## config.mk

```make
export PLATFORM = sky130hd
export DESIGN_NAME = ncr_ctrl
export DESIGN_NICKNAME = d
export VERILOG_FILES = /design/src/hdl/ncr_pkg.sv /design/src/hdl/ncr_ctrl.sv
export SDC_FILE = /design/constraint.sdc
export NUM_CORES = 1
export LEC_CHECK = 0
export BUFFER_PORTS_ARGS = -buffer_cell sky130_fd_sc_hd__buf_2
export CORE_MARGIN = 2
export CORE_UTILIZATION = 50
export DETAILED_ROUTE_END_ITERATION = 8
export GPL_ROUTABILITY_DRIVEN = 1
export PLACE_DENSITY = 0.77
export SLEW_MARGIN = 10
export SYNTH_ARGS = -nofsm -noshare
export SYNTH_HDL_FRONTEND = slang
export SYNTH_SLANG_ARGS = --single-unit
```

## constraint.sdc

```tcl
create_clock -name clk_sys -period 5.7 [get_ports clk_sys]
set_clock_uncertainty 0.1 [all_clocks]
set_input_delay 0 -clock clk_sys [delete_from_list [all_inputs] [get_ports clk_sys]]
set_output_delay 0 -clock clk_sys [all_outputs]
set_load 0.05 [all_outputs]
```

## src/hdl/ncr_pkg.sv

```systemverilog
// Contract
// RQ1: Cache read starts at column zero; both column address bytes are 00h.
// RQ2: Cache read uses the page read sequence but confirms with 31h, not 30h.
// RQ3: After first latency the device streams page n while fetching page n+1.
// RQ4: First page latency about 25us; an x8 page download takes at least 100us.
// RQ5: Ready/busy low while readout is not allowed, high when page n is readable.
// RQ6: Status bit 6 mirrors ready/busy; status bit 5 is 0 while internally reading.
// RQ7: Cache read is left only by exit command 34h, accepted at any moment.
// RQ8: On exit an active device idles within 5us; otherwise brief busy then ready.
// RQ9: On reaching the last byte of the array the host issues the exit command.
// RQ10: No random column data output is allowed during cache read.
// RQ11: To avoid invalid blocks, limit each cache read to one block.
// RQ12: Ready/busy is open drain, low while busy, high when the sequencer ends.
// RQ13: After power-up wait at least 10us before any command.
// RQ14: Hold write protect low during power-up and power-down.
// RQ15: Program and erase need a setup command followed by a confirm command.
// RQ16: Cache transfer busy is typically 3us, up to 700us; timeouts cover 700us.
// RQ17: At most 4 partial programs per page between erases.
// RQ18: Command 70h makes reads return the status byte until another command.
// RQ19: After status polling write 00h before resuming data reads.
// RQ20: Every busy wait has a timeout; expiry is an error.
package ncr_pkg;
  // ==========================================================
  // Timing
  localparam int CLK_NS = 100;
  localparam int CLK_MHZ = 10;
  localparam int PWR_US = 10;
  localparam int PWR_CYC = PWR_US * CLK_MHZ;
  localparam int WB_NS = 100;
  localparam int WB_CYC = (WB_NS + CLK_NS - 1) / CLK_NS;
  localparam int SYNC_CYC = 2;
  localparam int BUSY_MIN_CYC = WB_CYC + SYNC_CYC;
  localparam int RE_LO_CYC = SYNC_CYC + 2;
  localparam int CACHE_BUSY_MAX_US = 700;
  localparam int CACHE_BUSY_MAX_CYC = CACHE_BUSY_MAX_US * CLK_MHZ;
  localparam int PAGE_BYTES_X8 = 2112;
  localparam int PAGES_PER_BLOCK = 64;
  localparam int ROW_BITS = 17;
  localparam int PARTIAL_PROGRAM_LIMIT = 4;
  // ==========================================================
  // Command codes
  localparam logic [7:0] CMD_READ = 8'h00;
  localparam logic [7:0] CMD_STD_CONF = 8'h30;
  localparam logic [7:0] CMD_CACHE = 8'h31;
  localparam logic [7:0] CMD_EXIT = 8'h34;
  localparam logic [7:0] CMD_STATUS = 8'h70;
  localparam logic [7:0] COL_START = 8'h00;
  localparam logic [2:0] STEP_READ_LAST = 3'h6;
  localparam int ST_RB_BIT = 6;
  localparam int ST_ACTIVE_BIT = 5;
  // ==========================================================
  // Types
  typedef enum logic [1:0] {OP_READ, OP_STAT, OP_EXIT, OP_RESUME} ncr_op_t;
  typedef struct packed {
    logic ce_n;
    logic cle;
    logic ale;
    logic we_n;
    logic re_n;
    logic wp_n;
    logic io_oe;
    logic [7:0] io_out;
  } ncr_pins_t;
endpackage

```

## src/hdl/ncr_ctrl.sv

```systemverilog
`timescale 1ns/1ns
`default_nettype none
module ncr_ctrl #(
  parameter int ROW_W = ncr_pkg::ROW_BITS,
  parameter int PAGE_BYTES = ncr_pkg::PAGE_BYTES_X8,
  parameter int PAGES_PER_BLK = ncr_pkg::PAGES_PER_BLOCK,
  parameter int BUSY_TO_CYC = ncr_pkg::CACHE_BUSY_MAX_CYC
) (
  input wire logic clk_sys,
  input wire logic reset_n,
  input wire logic start,
  input wire logic [ROW_W-1:0] start_row,
  input wire logic block_only,
  input wire logic stop,
  input wire logic stat_req,
  output var logic rd_valid,
  output var logic [7:0] rd_data,
  output var logic status_valid,
  output var logic [7:0] status_byte,
  output var logic dev_ready,
  output var logic dev_idle,
  output var logic busy,
  output var logic done,
  output var logic err,
  output var ncr_pkg::ncr_pins_t pins,
  input wire logic [7:0] io_in,
  input wire logic rb_in
);
  import ncr_pkg::*;

  localparam int BLK_W = $clog2(PAGES_PER_BLK);
  localparam logic [15:0] TO_LAST = 16'(BUSY_TO_CYC - 1);
  localparam logic [15:0] PWR_LAST = 16'(PWR_CYC - 1);
  localparam logic [15:0] BUSY_MIN = 16'(BUSY_MIN_CYC);
  localparam logic [15:0] RE_LAST = 16'(RE_LO_CYC - 1);
  localparam logic [11:0] PAGE_LAST = 12'(PAGE_BYTES - 1);

  if (PAGE_BYTES < 2 || PAGE_BYTES > 4096 || BUSY_TO_CYC < 8 || BUSY_TO_CYC > 65535 ||
      ROW_W < 9 || ROW_W > 24 || (1 << BLK_W) != PAGES_PER_BLK || BLK_W >= ROW_W)
  begin : g_chk
    $error("ncr_ctrl: unsupported parameter value");
  end

  typedef enum logic [2:0] {S_PWR, S_IDLE, S_WR_LO, S_WR_HI, S_BUSY, S_RD_LO, S_RD_HI, S_ERR}
    ncr_state_t;

  ncr_state_t state_ff;
  ncr_state_t nxt_state;
  ncr_op_t op_ff;
  ncr_op_t nxt_op;
  logic [2:0] step_ff;
  logic [2:0] nxt_step;
  logic [15:0] tmr_ff;
  logic [11:0] byte_ff;
  logic [ROW_W-1:0] row_ff;
  logic stop_pend_ff;
  logic [7:0] io_s1_ff;
  logic [7:0] io_s2_ff;
  logic rb_s1_ff;
  logic rb_s2_ff;
  logic page_end;
  logic leave_read;

  // ==========================================================
  // Command and address bytes {cle, ale, byte}
  function automatic logic [9:0] seq_byte(ncr_op_t op, logic [2:0] step, logic [ROW_W-1:0] row);
    logic [23:0] r;
    r = 24'(row);
    seq_byte = {2'h2, CMD_READ};
    case (op)
      OP_READ:
        case (step)
          3'h1, 3'h2: seq_byte = {2'h1, COL_START}; // [RQ1] [RQ10]
          3'h3: seq_byte = {2'h1, r[7:0]};
          3'h4: seq_byte = {2'h1, r[15:8]};
          3'h5: seq_byte = {2'h1, r[23:16]};
          3'h6: seq_byte = {2'h2, CMD_CACHE}; // [RQ2]
          default: seq_byte = {2'h2, CMD_READ};
        endcase
      OP_STAT: seq_byte = {2'h2, CMD_STATUS}; // [RQ18]
      OP_EXIT: seq_byte = {2'h2, CMD_EXIT}; // [RQ7]
      default: seq_byte = {2'h2, CMD_READ}; // [RQ19]
    endcase
  endfunction

  // ==========================================================
  // Pin synchronisers
  always_ff @(posedge clk_sys or negedge reset_n)
  begin
    if (!reset_n)
    begin
      io_s1_ff <= 8'h00;
      io_s2_ff <= 8'h00;
      rb_s1_ff <= 1'b0;
      rb_s2_ff <= 1'b0;
    end
    else
    begin
      io_s1_ff <= io_in;
      io_s2_ff <= io_s1_ff;
      rb_s1_ff <= rb_in;
      rb_s2_ff <= rb_s1_ff;
    end
  end

  // ==========================================================
  // Sequencer
  assign page_end = (byte_ff == PAGE_LAST);
  assign leave_read = stop_pend_ff || (&row_ff) || (block_only && (&row_ff[BLK_W-1:0]));

  always_comb
  begin
    nxt_state = state_ff;
    nxt_op = op_ff;
    nxt_step = step_ff;
    case (state_ff)
      S_PWR:
        if (tmr_ff == PWR_LAST) nxt_state = S_IDLE; // [RQ13]
      S_IDLE:
        if (start)
        begin
          nxt_op = OP_READ;
          nxt_step = 3'h0;
          nxt_state = S_WR_LO;
        end
        else if (stat_req)
        begin
          nxt_op = OP_STAT;
          nxt_step = 3'h0;
          nxt_state = S_WR_LO;
        end
      S_WR_LO: nxt_state = S_WR_HI;
      S_WR_HI:
        if (op_ff == OP_READ && step_ff != STEP_READ_LAST)
        begin
          nxt_step = step_ff + 3'h1;
          nxt_state = S_WR_LO;
        end
        else
          case (op_ff)
            OP_READ, OP_EXIT: nxt_state = S_BUSY;
            OP_STAT: nxt_state = S_RD_LO;
            default: nxt_state = S_IDLE;
          endcase
      S_BUSY:
        if (op_ff == OP_READ && stop_pend_ff)
        begin
          nxt_op = OP_EXIT; // [RQ7]
          nxt_step = 3'h0;
          nxt_state = S_WR_LO;
        end
        else if (tmr_ff >= BUSY_MIN && rb_s2_ff) // [RQ5] [RQ12]
          nxt_state = (op_ff == OP_EXIT) ? S_IDLE : S_RD_LO; // [RQ8]
        else if (tmr_ff == TO_LAST)
          nxt_state = S_ERR; // [RQ20] [RQ16]
      S_RD_LO:
        if (tmr_ff == RE_LAST) nxt_state = S_RD_HI;
      S_RD_HI:
        if (op_ff == OP_STAT)
        begin
          nxt_op = OP_RESUME; // [RQ19]
          nxt_step = 3'h0;
          nxt_state = S_WR_LO;
        end
        else if ((page_end && leave_read) || stop_pend_ff)
        begin
          nxt_op = OP_EXIT; // [RQ9] [RQ11] [RQ7]
          nxt_step = 3'h0;
          nxt_state = S_WR_LO;
        end
        else
          nxt_state = page_end ? S_BUSY : S_RD_LO; // [RQ3] [RQ4]
      S_ERR:
        if (start) nxt_state = S_IDLE;
      default: nxt_state = S_IDLE;
    endcase
  end

  always_ff @(posedge clk_sys or negedge reset_n)
  begin
    if (!reset_n)
    begin
      state_ff <= S_PWR;
      op_ff <= OP_READ;
      step_ff <= 3'h0;
    end
    else
    begin
      state_ff <= nxt_state;
      op_ff <= nxt_op;
      step_ff <= nxt_step;
    end
  end

  // ==========================================================
  // Phase timer
  always_ff @(posedge clk_sys or negedge reset_n)
  begin
    if (!reset_n)
      tmr_ff <= 16'h0000;
    else if (nxt_state != state_ff)
      tmr_ff <= 16'h0000;
    else if (tmr_ff != 16'hffff)
      tmr_ff <= tmr_ff + 16'h0001;
  end

  // ==========================================================
  // Byte and page position, pending exit
  always_ff @(posedge clk_sys or negedge reset_n)
  begin
    if (!reset_n)
    begin
      byte_ff <= 12'h000;
      row_ff <= '0;
    end
    else if (state_ff == S_IDLE && start)
    begin
      byte_ff <= 12'h000;
      row_ff <= start_row;
    end
    else if (state_ff == S_RD_HI && op_ff == OP_READ)
    begin
      byte_ff <= page_end ? 12'h000 : byte_ff + 12'h001;
      if (page_end) row_ff <= row_ff + {{(ROW_W-1){1'b0}}, 1'b1};
    end
  end

  always_ff @(posedge clk_sys or negedge reset_n)
  begin
    if (!reset_n)
      stop_pend_ff <= 1'b0;
    else if (state_ff == S_IDLE)
      stop_pend_ff <= 1'b0;
    else
      stop_pend_ff <= stop || (stop_pend_ff && !(nxt_op == OP_EXIT));
  end

  // ==========================================================
  // User outputs
  always_ff @(posedge clk_sys or negedge reset_n)
  begin
    if (!reset_n)
    begin
      rd_valid <= 1'b0;
      rd_data <= 8'h00;
      status_valid <= 1'b0;
      status_byte <= 8'h00;
      done <= 1'b0;
    end
    else
    begin
      rd_valid <= (state_ff == S_RD_LO && nxt_state == S_RD_HI && op_ff == OP_READ);
      status_valid <= (state_ff == S_RD_LO && nxt_state == S_RD_HI && op_ff == OP_STAT);
      if (state_ff == S_RD_LO && nxt_state == S_RD_HI)
      begin
        if (op_ff == OP_STAT) status_byte <= io_s2_ff;
        else rd_data <= io_s2_ff;
      end
      done <= (state_ff == S_BUSY && op_ff == OP_EXIT && nxt_state == S_IDLE);
    end
  end

  assign dev_ready = status_byte[ST_RB_BIT]; // [RQ6]
  assign dev_idle = status_byte[ST_ACTIVE_BIT];
  assign busy = (state_ff != S_IDLE);
  assign err = (state_ff == S_ERR);

  // ==========================================================
  // Flash pins
  always_ff @(posedge clk_sys or negedge reset_n)
  begin
    if (!reset_n)
      pins <= '{ce_n: 1'b1, cle: 1'b0, ale: 1'b0, we_n: 1'b1, re_n: 1'b1, wp_n: 1'b0,
                io_oe: 1'b0, io_out: 8'h00};
    else
    begin
      pins.wp_n <= (state_ff != S_PWR); // [RQ14] [RQ15] [RQ17]
      pins.ce_n <= (state_ff == S_PWR || state_ff == S_IDLE || state_ff == S_ERR);
      pins.we_n <= (state_ff != S_WR_LO);
      pins.re_n <= (state_ff != S_RD_LO);
      pins.io_oe <= (state_ff == S_WR_LO || state_ff == S_WR_HI);
      {pins.cle, pins.ale, pins.io_out} <=
        (state_ff == S_WR_LO || state_ff == S_WR_HI) ? seq_byte(op_ff, step_ff, row_ff) : 10'h000;
    end
  end

  // ==========================================================
  // Checks
  a_col_zero: assert property (@(posedge clk_sys) disable iff (!reset_n) // [RQ1]
    (state_ff == S_WR_LO && op_ff == OP_READ && (step_ff == 3'h1 || step_ff == 3'h2))
    |=> (pins.ale && !pins.cle && !pins.we_n && pins.io_out == COL_START))
    else $error("column byte not zero");
  a_cache_confirm: assert property (@(posedge clk_sys) disable iff (!reset_n) // [RQ2]
    (state_ff == S_WR_LO && op_ff == OP_READ && step_ff == STEP_READ_LAST)
    |=> (pins.cle && pins.io_out == CMD_CACHE) ##1 (state_ff == S_BUSY))
    else $error("cache confirm wrong");
  a_exit_code: assert property (@(posedge clk_sys) disable iff (!reset_n) // [RQ7]
    (state_ff == S_WR_LO && op_ff == OP_EXIT) |=> (pins.cle && pins.io_out == CMD_EXIT))
    else $error("exit code wrong");
  a_stop_exits: assert property (@(posedge clk_sys) disable iff (!reset_n) // [RQ7]
    (stop && op_ff == OP_READ && (state_ff == S_BUSY || state_ff == S_RD_LO))
    |-> ##[1:6] (op_ff == OP_EXIT))
    else $error("stop not honoured");
  a_array_end: assert property (@(posedge clk_sys) disable iff (!reset_n) // [RQ9]
    (state_ff == S_RD_HI && op_ff == OP_READ && page_end && (&row_ff)) |=> (op_ff == OP_EXIT))
    else $error("no exit at array end");
  a_block_limit: assert property (@(posedge clk_sys) disable iff (!reset_n) // [RQ11]
    (state_ff == S_RD_HI && op_ff == OP_READ && page_end && block_only && (&row_ff[BLK_W-1:0]))
    |=> (op_ff == OP_EXIT && state_ff == S_WR_LO))
    else $error("no exit at block end");
  a_pwr_wait: assert property (@(posedge clk_sys) disable iff (!reset_n) // [RQ13]
    $fell(pins.we_n) |-> !$past(state_ff == S_PWR, 2))
    else $error("command during power-up wait");
  a_wp_low: assert property (@(posedge clk_sys) disable iff (!reset_n) // [RQ14]
    (state_ff == S_PWR) |=> !pins.wp_n)
    else $error("write protect released early");
  a_status_cmd: assert property (@(posedge clk_sys) disable iff (!reset_n) // [RQ18]
    (state_ff == S_WR_LO && op_ff == OP_STAT) |=> (pins.io_out == CMD_STATUS) ##2 !pins.io_oe)
    else $error("status command wrong");
  a_resume_read: assert property (@(posedge clk_sys) disable iff (!reset_n) // [RQ19]
    (state_ff == S_RD_HI && op_ff == OP_STAT) |=> ##1 (pins.cle && pins.io_out == CMD_READ))
    else $error("no read command after status");
  a_busy_timeout: assert property (@(posedge clk_sys) disable iff (!reset_n) // [RQ20]
    (state_ff == S_BUSY && tmr_ff == TO_LAST && !rb_s2_ff && !stop_pend_ff)
    |=> (state_ff == S_ERR))
    else $error("busy wait overran timeout");
endmodule // ncr_ctrl
`default_nettype wire

```

==> flow_metrics.env, run 1 <==
export IMPL_finalHoldViolCount=0
export IMPL_yosysSeqAreaShare_pct=50.9
export IMPL_max_stage_delay_ps=550
export IMPL_tightest_slew_ps=911
export IMPL_ir_drop_mv=0.182
export IMPL_ff2ff_path_depth=12
export IMPL_fin_crit_ps=3010
export IMPL_yosys_most_used_dff="dfrtp_1"
export IMPL_row_count=37
export IMPL_grt_pass1_vias=4066
export IMPL_die_h_um=106
export IMPL_slowest_stage="o2111ai_4"
export IMPL_routed_via_density=5.47
export IMPL_drtIter0Drc=199
export IMPL_pin_count=70
export IMPL_clkLatencyLatePin_ps=390
export IMPL_cts_resized=0
export IMPL_seqCellArea_mm2=0.00266
export IMPL_powerDensity_mw_per_mm2=380
export IMPL_cts_root_buf="clkbuf_8"
export IMPL_worst_r2r_endpoint="tmr_ff[2]"
export IMPL_criticalPathCategory="flop to flop"
export IMPL_cts_setup_buffers=0
export IMPL_drcViolationCount=0
export IMPL_ys_seq_elements=106
export IMPL_cts_sinks=106
export IMPL_wl_per_cell_um=14.8
export IMPL_wirelength_mm=11.3
export IMPL_critical_path_peak_fanout=16
export IMPL_syn_avg_cell_area_um2=9.79
export IMPL_crit_top_cell="nor2_1"
export IMPL_critical_path_required_ps=5850
export IMPL_grt_pass1_wl_mm=19.2
export IMPL_hold_ws_ps=30.3
export IMPL_die_area_mm2=0.0113
export IMPL_worstPathCellList="and3_1, nand3_1, nor2_1, nand4_1, nor2_1, ha_1, o21ba_2, or2_1, nand2_1, a21oi_2, o2111ai_4, nor2_1"
export IMPL_netlist_area_mm2=0.00522
export IMPL_area_growth_pct=17.9
export IMPL_vias=4200
export IMPL_grtUsageTotal_pct=21.4
export IMPL_power_leakage_nw=2.73
export IMPL_antenna_found_initial=0
export IMPL_ctsHoldBuffers=28
export IMPL_htree_levels=3
export IMPL_antenna_cells=0
export IMPL_synth_warnings=0
export IMPL_worst_setup_path_end_kind="flop"
export IMPL_rr_startpoint="row_ff[7]"
export IMPL_fp_dieW_um=106
export IMPL_synth_nets=578
export IMPL_crit_path_start_kind="flop"
export IMPL_clk_pin_slew_ps=100
export IMPL_setup_tns_ps=0
export IMPL_multi_input_area_mm2=0.00241
export IMPL_nFillCells=855
export IMPL_firstDrtPassIters=4
export IMPL_dp_hpwl_mm=8.00
export IMPL_coreArea_mm2=0.0102
export IMPL_async_reset_ff_share_pct=100
export IMPL_finalWeightedCongestion=0.903
export IMPL_hp_class="primary input to asynchronous set/reset pin"
export IMPL_numPortBuffers=69
export IMPL_cts_buffer_depth=2
export IMPL_synth_edf_count=0
export IMPL_postRouteAntennaNets=0
export IMPL_regToRegSetupSlack_ps=2690
export IMPL_grt_max_degree=65
export IMPL_synth_cell_types=69
export IMPL_timing_fmax_mhz=333
export IMPL_numCtsBuffers=9
export IMPL_synth_cells=533
export IMPL_cts_tree="done"
export IMPL_overflow=0
export IMPL_final_layout_size_suffix_gt1_share_pct=21.4
export IMPL_finalNetCount=672
export IMPL_worstPathArrival_ps=3160
export IMPL_maxCapViolCount=0
export IMPL_rsz0062_at_grt="no"
export IMPL_start_util_pct=51.0
export IMPL_drv_slew=0
export IMPL_setup_violations=0
export IMPL_finalCritPeriodShare_pct=52.7
export IMPL_status="finished clean"
export IMPL_max_slew_margin_pct=38.5
## per-stage QoR
stage,utilization [%],instance area (um^2),setup slack (ps),cells,power [mW]
2_1_floorplan,-,5220,3210,533,1.65
3_3_place_gp,55.4,5670,2910,724,1.83
3_5_place_dp,55.4,5670,2760,724,1.85
4_1_cts,60.2,6150,2770,768,2.35
5_1_grt,60.2,6150,2530,768,2.49
6_report,60.2,6150,2690,768,2.34
## layout by cell type (no fill, tap or decap), types with 8 or more instances in the layout
cell and n:
a21oi_1 20, and3_1 9, buf_2 68, clkbuf_8 9
dfrtp_1 103, dlygate4sd3_1 28, ha_1 13, inv_1 16
mux2_2 8, nand2_1 76, nand3_1 21, nand4_1 12
nor2_1 60, nor2_2 12, nor3_1 16, o21ai_0 32
xnor2_1 17, xor2_1 12
## flip-flops by register name (all words and copies together) (netlist names), 2 cells and up
name / count
byte_ff: 12
io_s1_ff: 8
io_s2_ff: 8
op_ff: 2
pins: 15
rd_data: 8
row_ff: 17
state_ff: 3
status_byte: 8
step_ff: 3
tmr_ff: 16
## critical path: cells and delay by family (launching register included)
kind                       cells  cell delay (ps)
adders and majority gates      1              140
AOI/OAI and AO/OA              3              790
and+or+nand+nor                8             1400
DFF                            1              440
## power breakdown
part / switching [mW] / internal [mW] / leakage [nW]
sequential: 0.158 / 0.890 / 1.38
clock: 0.272 / 0.211 / 0.105
combinational: 0.536 / 0.275 / 1.24
## worst max path at each step
stage / start / end / slack, ps
2_1_floorplan: row_ff[7] / tmr_ff[12] / 3210
3_3_place_gp: row_ff[7] / tmr_ff[4] / 2910
3_5_place_dp: row_ff[7] / tmr_ff[2] / 2760
4_1_cts: row_ff[7] / tmr_ff[2] / 2770
5_1_grt: row_ff[7] / tmr_ff[2] / 2530
6_report: row_ff[7] / tmr_ff[2] / 2690
## cell families (layout without fill, tap and decap cells)
group                      after synthesis  count (layout)  share of synthesized area [%]
AOI/OAI and AO/OA                       90              90                           11.3
xor gates and xnor gates                30              30                           5.18
adders and majority gates               13              13                           3.12
buffers and inverters                   35             134                           3.04
DFF                                    106             106                           50.9
muxes                                   11              11                           2.30
and+or+nand+nor                        248             248                           24.2
## area by class of cell
cell class / count / share of cell area (%)
Tap cell: 136 / 2.76
Multi-Input combinational cell: 392 / 39.1
Sequential cell: 106 / 43.2
Clock inverter: 7 / 1.34
Inverter: 19 / 1.16
Timing Repair Buffer: 99 / 10.4
Clock buffer: 9 / 2.01
## routing by layer
layer | vias to the layer above | track usage, % | wire, um
li1 | 2036 | - | -
met5 | - | 0 | 0
met1 | 2041 | 28.5 | 5030
met4 | 0 | 8.27 | 259
met3 | 19 | 3.43 | 431
met2 | 104 | 35.3 | 5610
## Yosys cell counts, types with 3 or more instances
| cell | n | area [um^2] |
|---|---|---|
| nor3_2 | 4 | 40.0 |
| and2_1 | 3 | 18.8 |
| mux2_2 | 8 | 90.1 |
| a31oi_1 | 3 | 18.8 |
| ha_1 | 13 | 163 |
| dfrtp_1 | 103 | 2580 |
| a22oi_1 | 5 | 37.5 |
| clkbuf_1 | 7 | 26.3 |
| nor2_1 | 61 | 229 |
| o21ai_1 | 5 | 25.0 |
| o21ai_0 | 32 | 160 |
| nand2b_1 | 5 | 31.3 |
| xnor2_1 | 17 | 149 |
| a21oi_1 | 20 | 100 |
| or3_1 | 5 | 31.3 |
| nand3_2 | 3 | 30.0 |
| nand4_1 | 12 | 75.1 |
| nor3_1 | 16 | 80.1 |
| buf_2 | 4 | 20.0 |
| xor2_1 | 12 | 105 |
| dfstp_2 | 3 | 78.8 |
| and3_1 | 9 | 56.3 |
| nand3_1 | 21 | 105 |
| buf_4 | 4 | 30.0 |
| mux2i_1 | 3 | 30.0 |
| inv_1 | 16 | 60.1 |
| nand2_1 | 76 | 285 |
| nor2_2 | 11 | 68.8 |
(Power assumes the default switching activity.)
==> run 2: changes to the inputs <==
Clock period 5.7 ns to 3 ns, I/O delays scaled along.
==> flow_metrics.env, run 2 (synthesis results as in run 1) <==
export IMPL_drv_slew=0
export IMPL_wl_per_cell_um=15.2
export IMPL_switchingPower_mw=1.85
export IMPL_p_sw_share_pct=41.5
export IMPL_grt_pass1_vias=4116
export IMPL_hp_class="primary input to flop"
export IMPL_worstPathArrival_ps=2910
export IMPL_vias=4253
export IMPL_cts_buffer_depth=2
export IMPL_power_frac_comb_pct=36.7
export IMPL_critical_path_required_ps=3220
export IMPL_design_area_mm2=0.00619
export IMPL_clockPowerShare_pct=18.3
export IMPL_fin_cells=774
export IMPL_dpl_cell_count=729
export IMPL_dp_hpwl_mm=8.15
export IMPL_routed_via_density=5.49
export IMPL_fin_crit_ps=2690
export IMPL_cts_root_buf="clkbuf_8"
export IMPL_numPortBuffers=69
export IMPL_maxCapViolCount=0
export IMPL_hold_ws_ps=129
export IMPL_drtIter0Drc=234
export IMPL_finalWeightedCongestion=0.902
export IMPL_postLayoutCoreUtil_pct=60.5
export IMPL_nFillCells=845
export IMPL_crit_path_start_kind="flop"
export IMPL_row_count=37
export IMPL_tightest_slew_ps=849
export IMPL_max_slew_margin_pct=43.4
export IMPL_coreArea_mm2=0.0102
export IMPL_finalHoldViolCount=0
export IMPL_ir_drop_mv=0.346
export IMPL_numCtsBuffers=9
export IMPL_final_cell_mix="dfrtp_1 (103), nand2_1 (76), buf_2 (68)"
export IMPL_grt_pass1_wl_mm=19.6
export IMPL_clk_pin_slew_ps=90
export IMPL_place_ws_ps=315
export IMPL_setup_slack_ps=306
export IMPL_clkLatencyLatePin_ps=380
export IMPL_powerDensity_mw_per_mm2=720
export IMPL_seqPwrFrac_pct=45.0
export IMPL_largest_reg_flops=17
export IMPL_critical_path_peak_fanout=16
export IMPL_timing_fmax_mhz=371
export IMPL_finalCritPeriodShare_pct=89.8
export IMPL_antenna_found_initial=0
export IMPL_die_h_um=106
export IMPL_antenna_cells=0
export IMPL_finalNetCount=678
export IMPL_intPower_mw=2.61
export IMPL_rsz0062_at_grt="no"
export IMPL_htree_levels=3
export IMPL_start_util_pct=51.0
export IMPL_die_area_mm2=0.0113
export IMPL_setup_violations=0
export IMPL_grtUsageTotal_pct=22.1
export IMPL_reg_top3="row_ff: 17 flops, tmr_ff: 16 flops, pins: 15 flops"
export IMPL_max_flop_register="row_ff"
export IMPL_place_area_mm2=0.00572
export IMPL_cts_sinks=106
export IMPL_grt_max_degree=69
export IMPL_drcViolationCount=0
export IMPL_cts_tree="done"
export IMPL_worst_setup_path_end_kind="flop"
export IMPL_wirelength_mm=11.7
export IMPL_fp_dieW_um=106
export IMPL_status="finished clean"
export IMPL_criticalPathCategory="flop to flop"
export IMPL_power_leakage_nw=2.75
export IMPL_overflow=0
export IMPL_postRouteAntennaNets=0
export IMPL_pin_count=70
export IMPL_firstDrtPassIters=8
export IMPL_cts_setup_buffers=0
export IMPL_layout_commonest_cell="dfrtp_1"
export IMPL_final_layout_size_suffix_gt1_share_pct=21.9
export IMPL_p_total_mw=4.46
export IMPL_area_growth_pct=18.6
export IMPL_setup_tns_ps=0
-- run 2: cell count changes in the layout (fill, tap and decap cells not counted), sizes merged --
cell | before | now
inv | 22 | 19
clkinvlp | 0 | 1
bufinv | 1 | 0
buf | 71 | 76
dlygate4sd3 | 28 | 29
clkinv | 3 | 4
clkbuf | 9 | 11
-- run 2: metal layers --
layer  vias to the layer above  wire length [um]  GRT usage [%]
met5                         -                 0              0
met4                         0               332           9.40
met3                        27               690           4.41
met2                       153              5710           36.1
met1                      2028              4990           28.6
li1                       2045                 -              -
-- run 2: final timing paths --
kind | start | endpoint | slack (ps) | cells after the start
min reg2reg | io_s1_ff[7] | io_s2_ff[7] | 260 | 0
max in group asynchronous | reset_n | io_s2_ff[3] | 1810 | 3
max | row_ff[7] | tmr_ff[10] | 310 | 13
min in group asynchronous | reset_n | tmr_ff[13] | 170 | 2
max reg2reg | row_ff[7] | tmr_ff[10] | 310 | 13
min | stat_req | op_ff[1] | 130 | 4
-- run 2: area by class of cell --
cell class              instances  area (um^2)  share of cell area [%]
clock inverters                 5         38.8                   0.627
flip-flops and latches        106         2660                    42.9
multi-input cells             392         2410                    38.9
repair buffers                105          703                    11.4
inverters                      19         71.3                    1.15
well taps                     136          170                    2.75
clock buffers                  11          141                    2.28
-- run 2: critical path, stage by stage (launching register included) --
cell	delay, ps
dfrtp_1	420
and3_1	220
nand3_1	130
nor2_2	180
nand4_1	140
nor2_1	130
ha_1	160
o21ba_2	170
o21ai_1	210
a211oi_2	130
xnor2_2	200
o2111ai_4	160
buf_12	180
nor2_2	100
-- run 2: what timing repair did --
item	in CTS	in global routing
setup endpoints to repair	0	2
hold buffers	29	0
hold endpoints to repair	94	0
resized for setup	0	1
-- run 2: power by group through the flow --
| stage | sequential [mW] | combinational (mW) | clock, mW |
|---|---|---|---|
| 2_1_floorplan | 2.13 | 1.01 | 0 |
| 3_3_place_gp | 2.00 | 1.55 | 0 |
| 3_5_place_dp | 2.02 | 1.59 | 0 |
| 4_1_cts | 1.99 | 1.63 | 0.830 |
| 5_1_grt | 2.04 | 1.79 | 0.891 |
| 6_report | 2.01 | 1.63 | 0.816 |
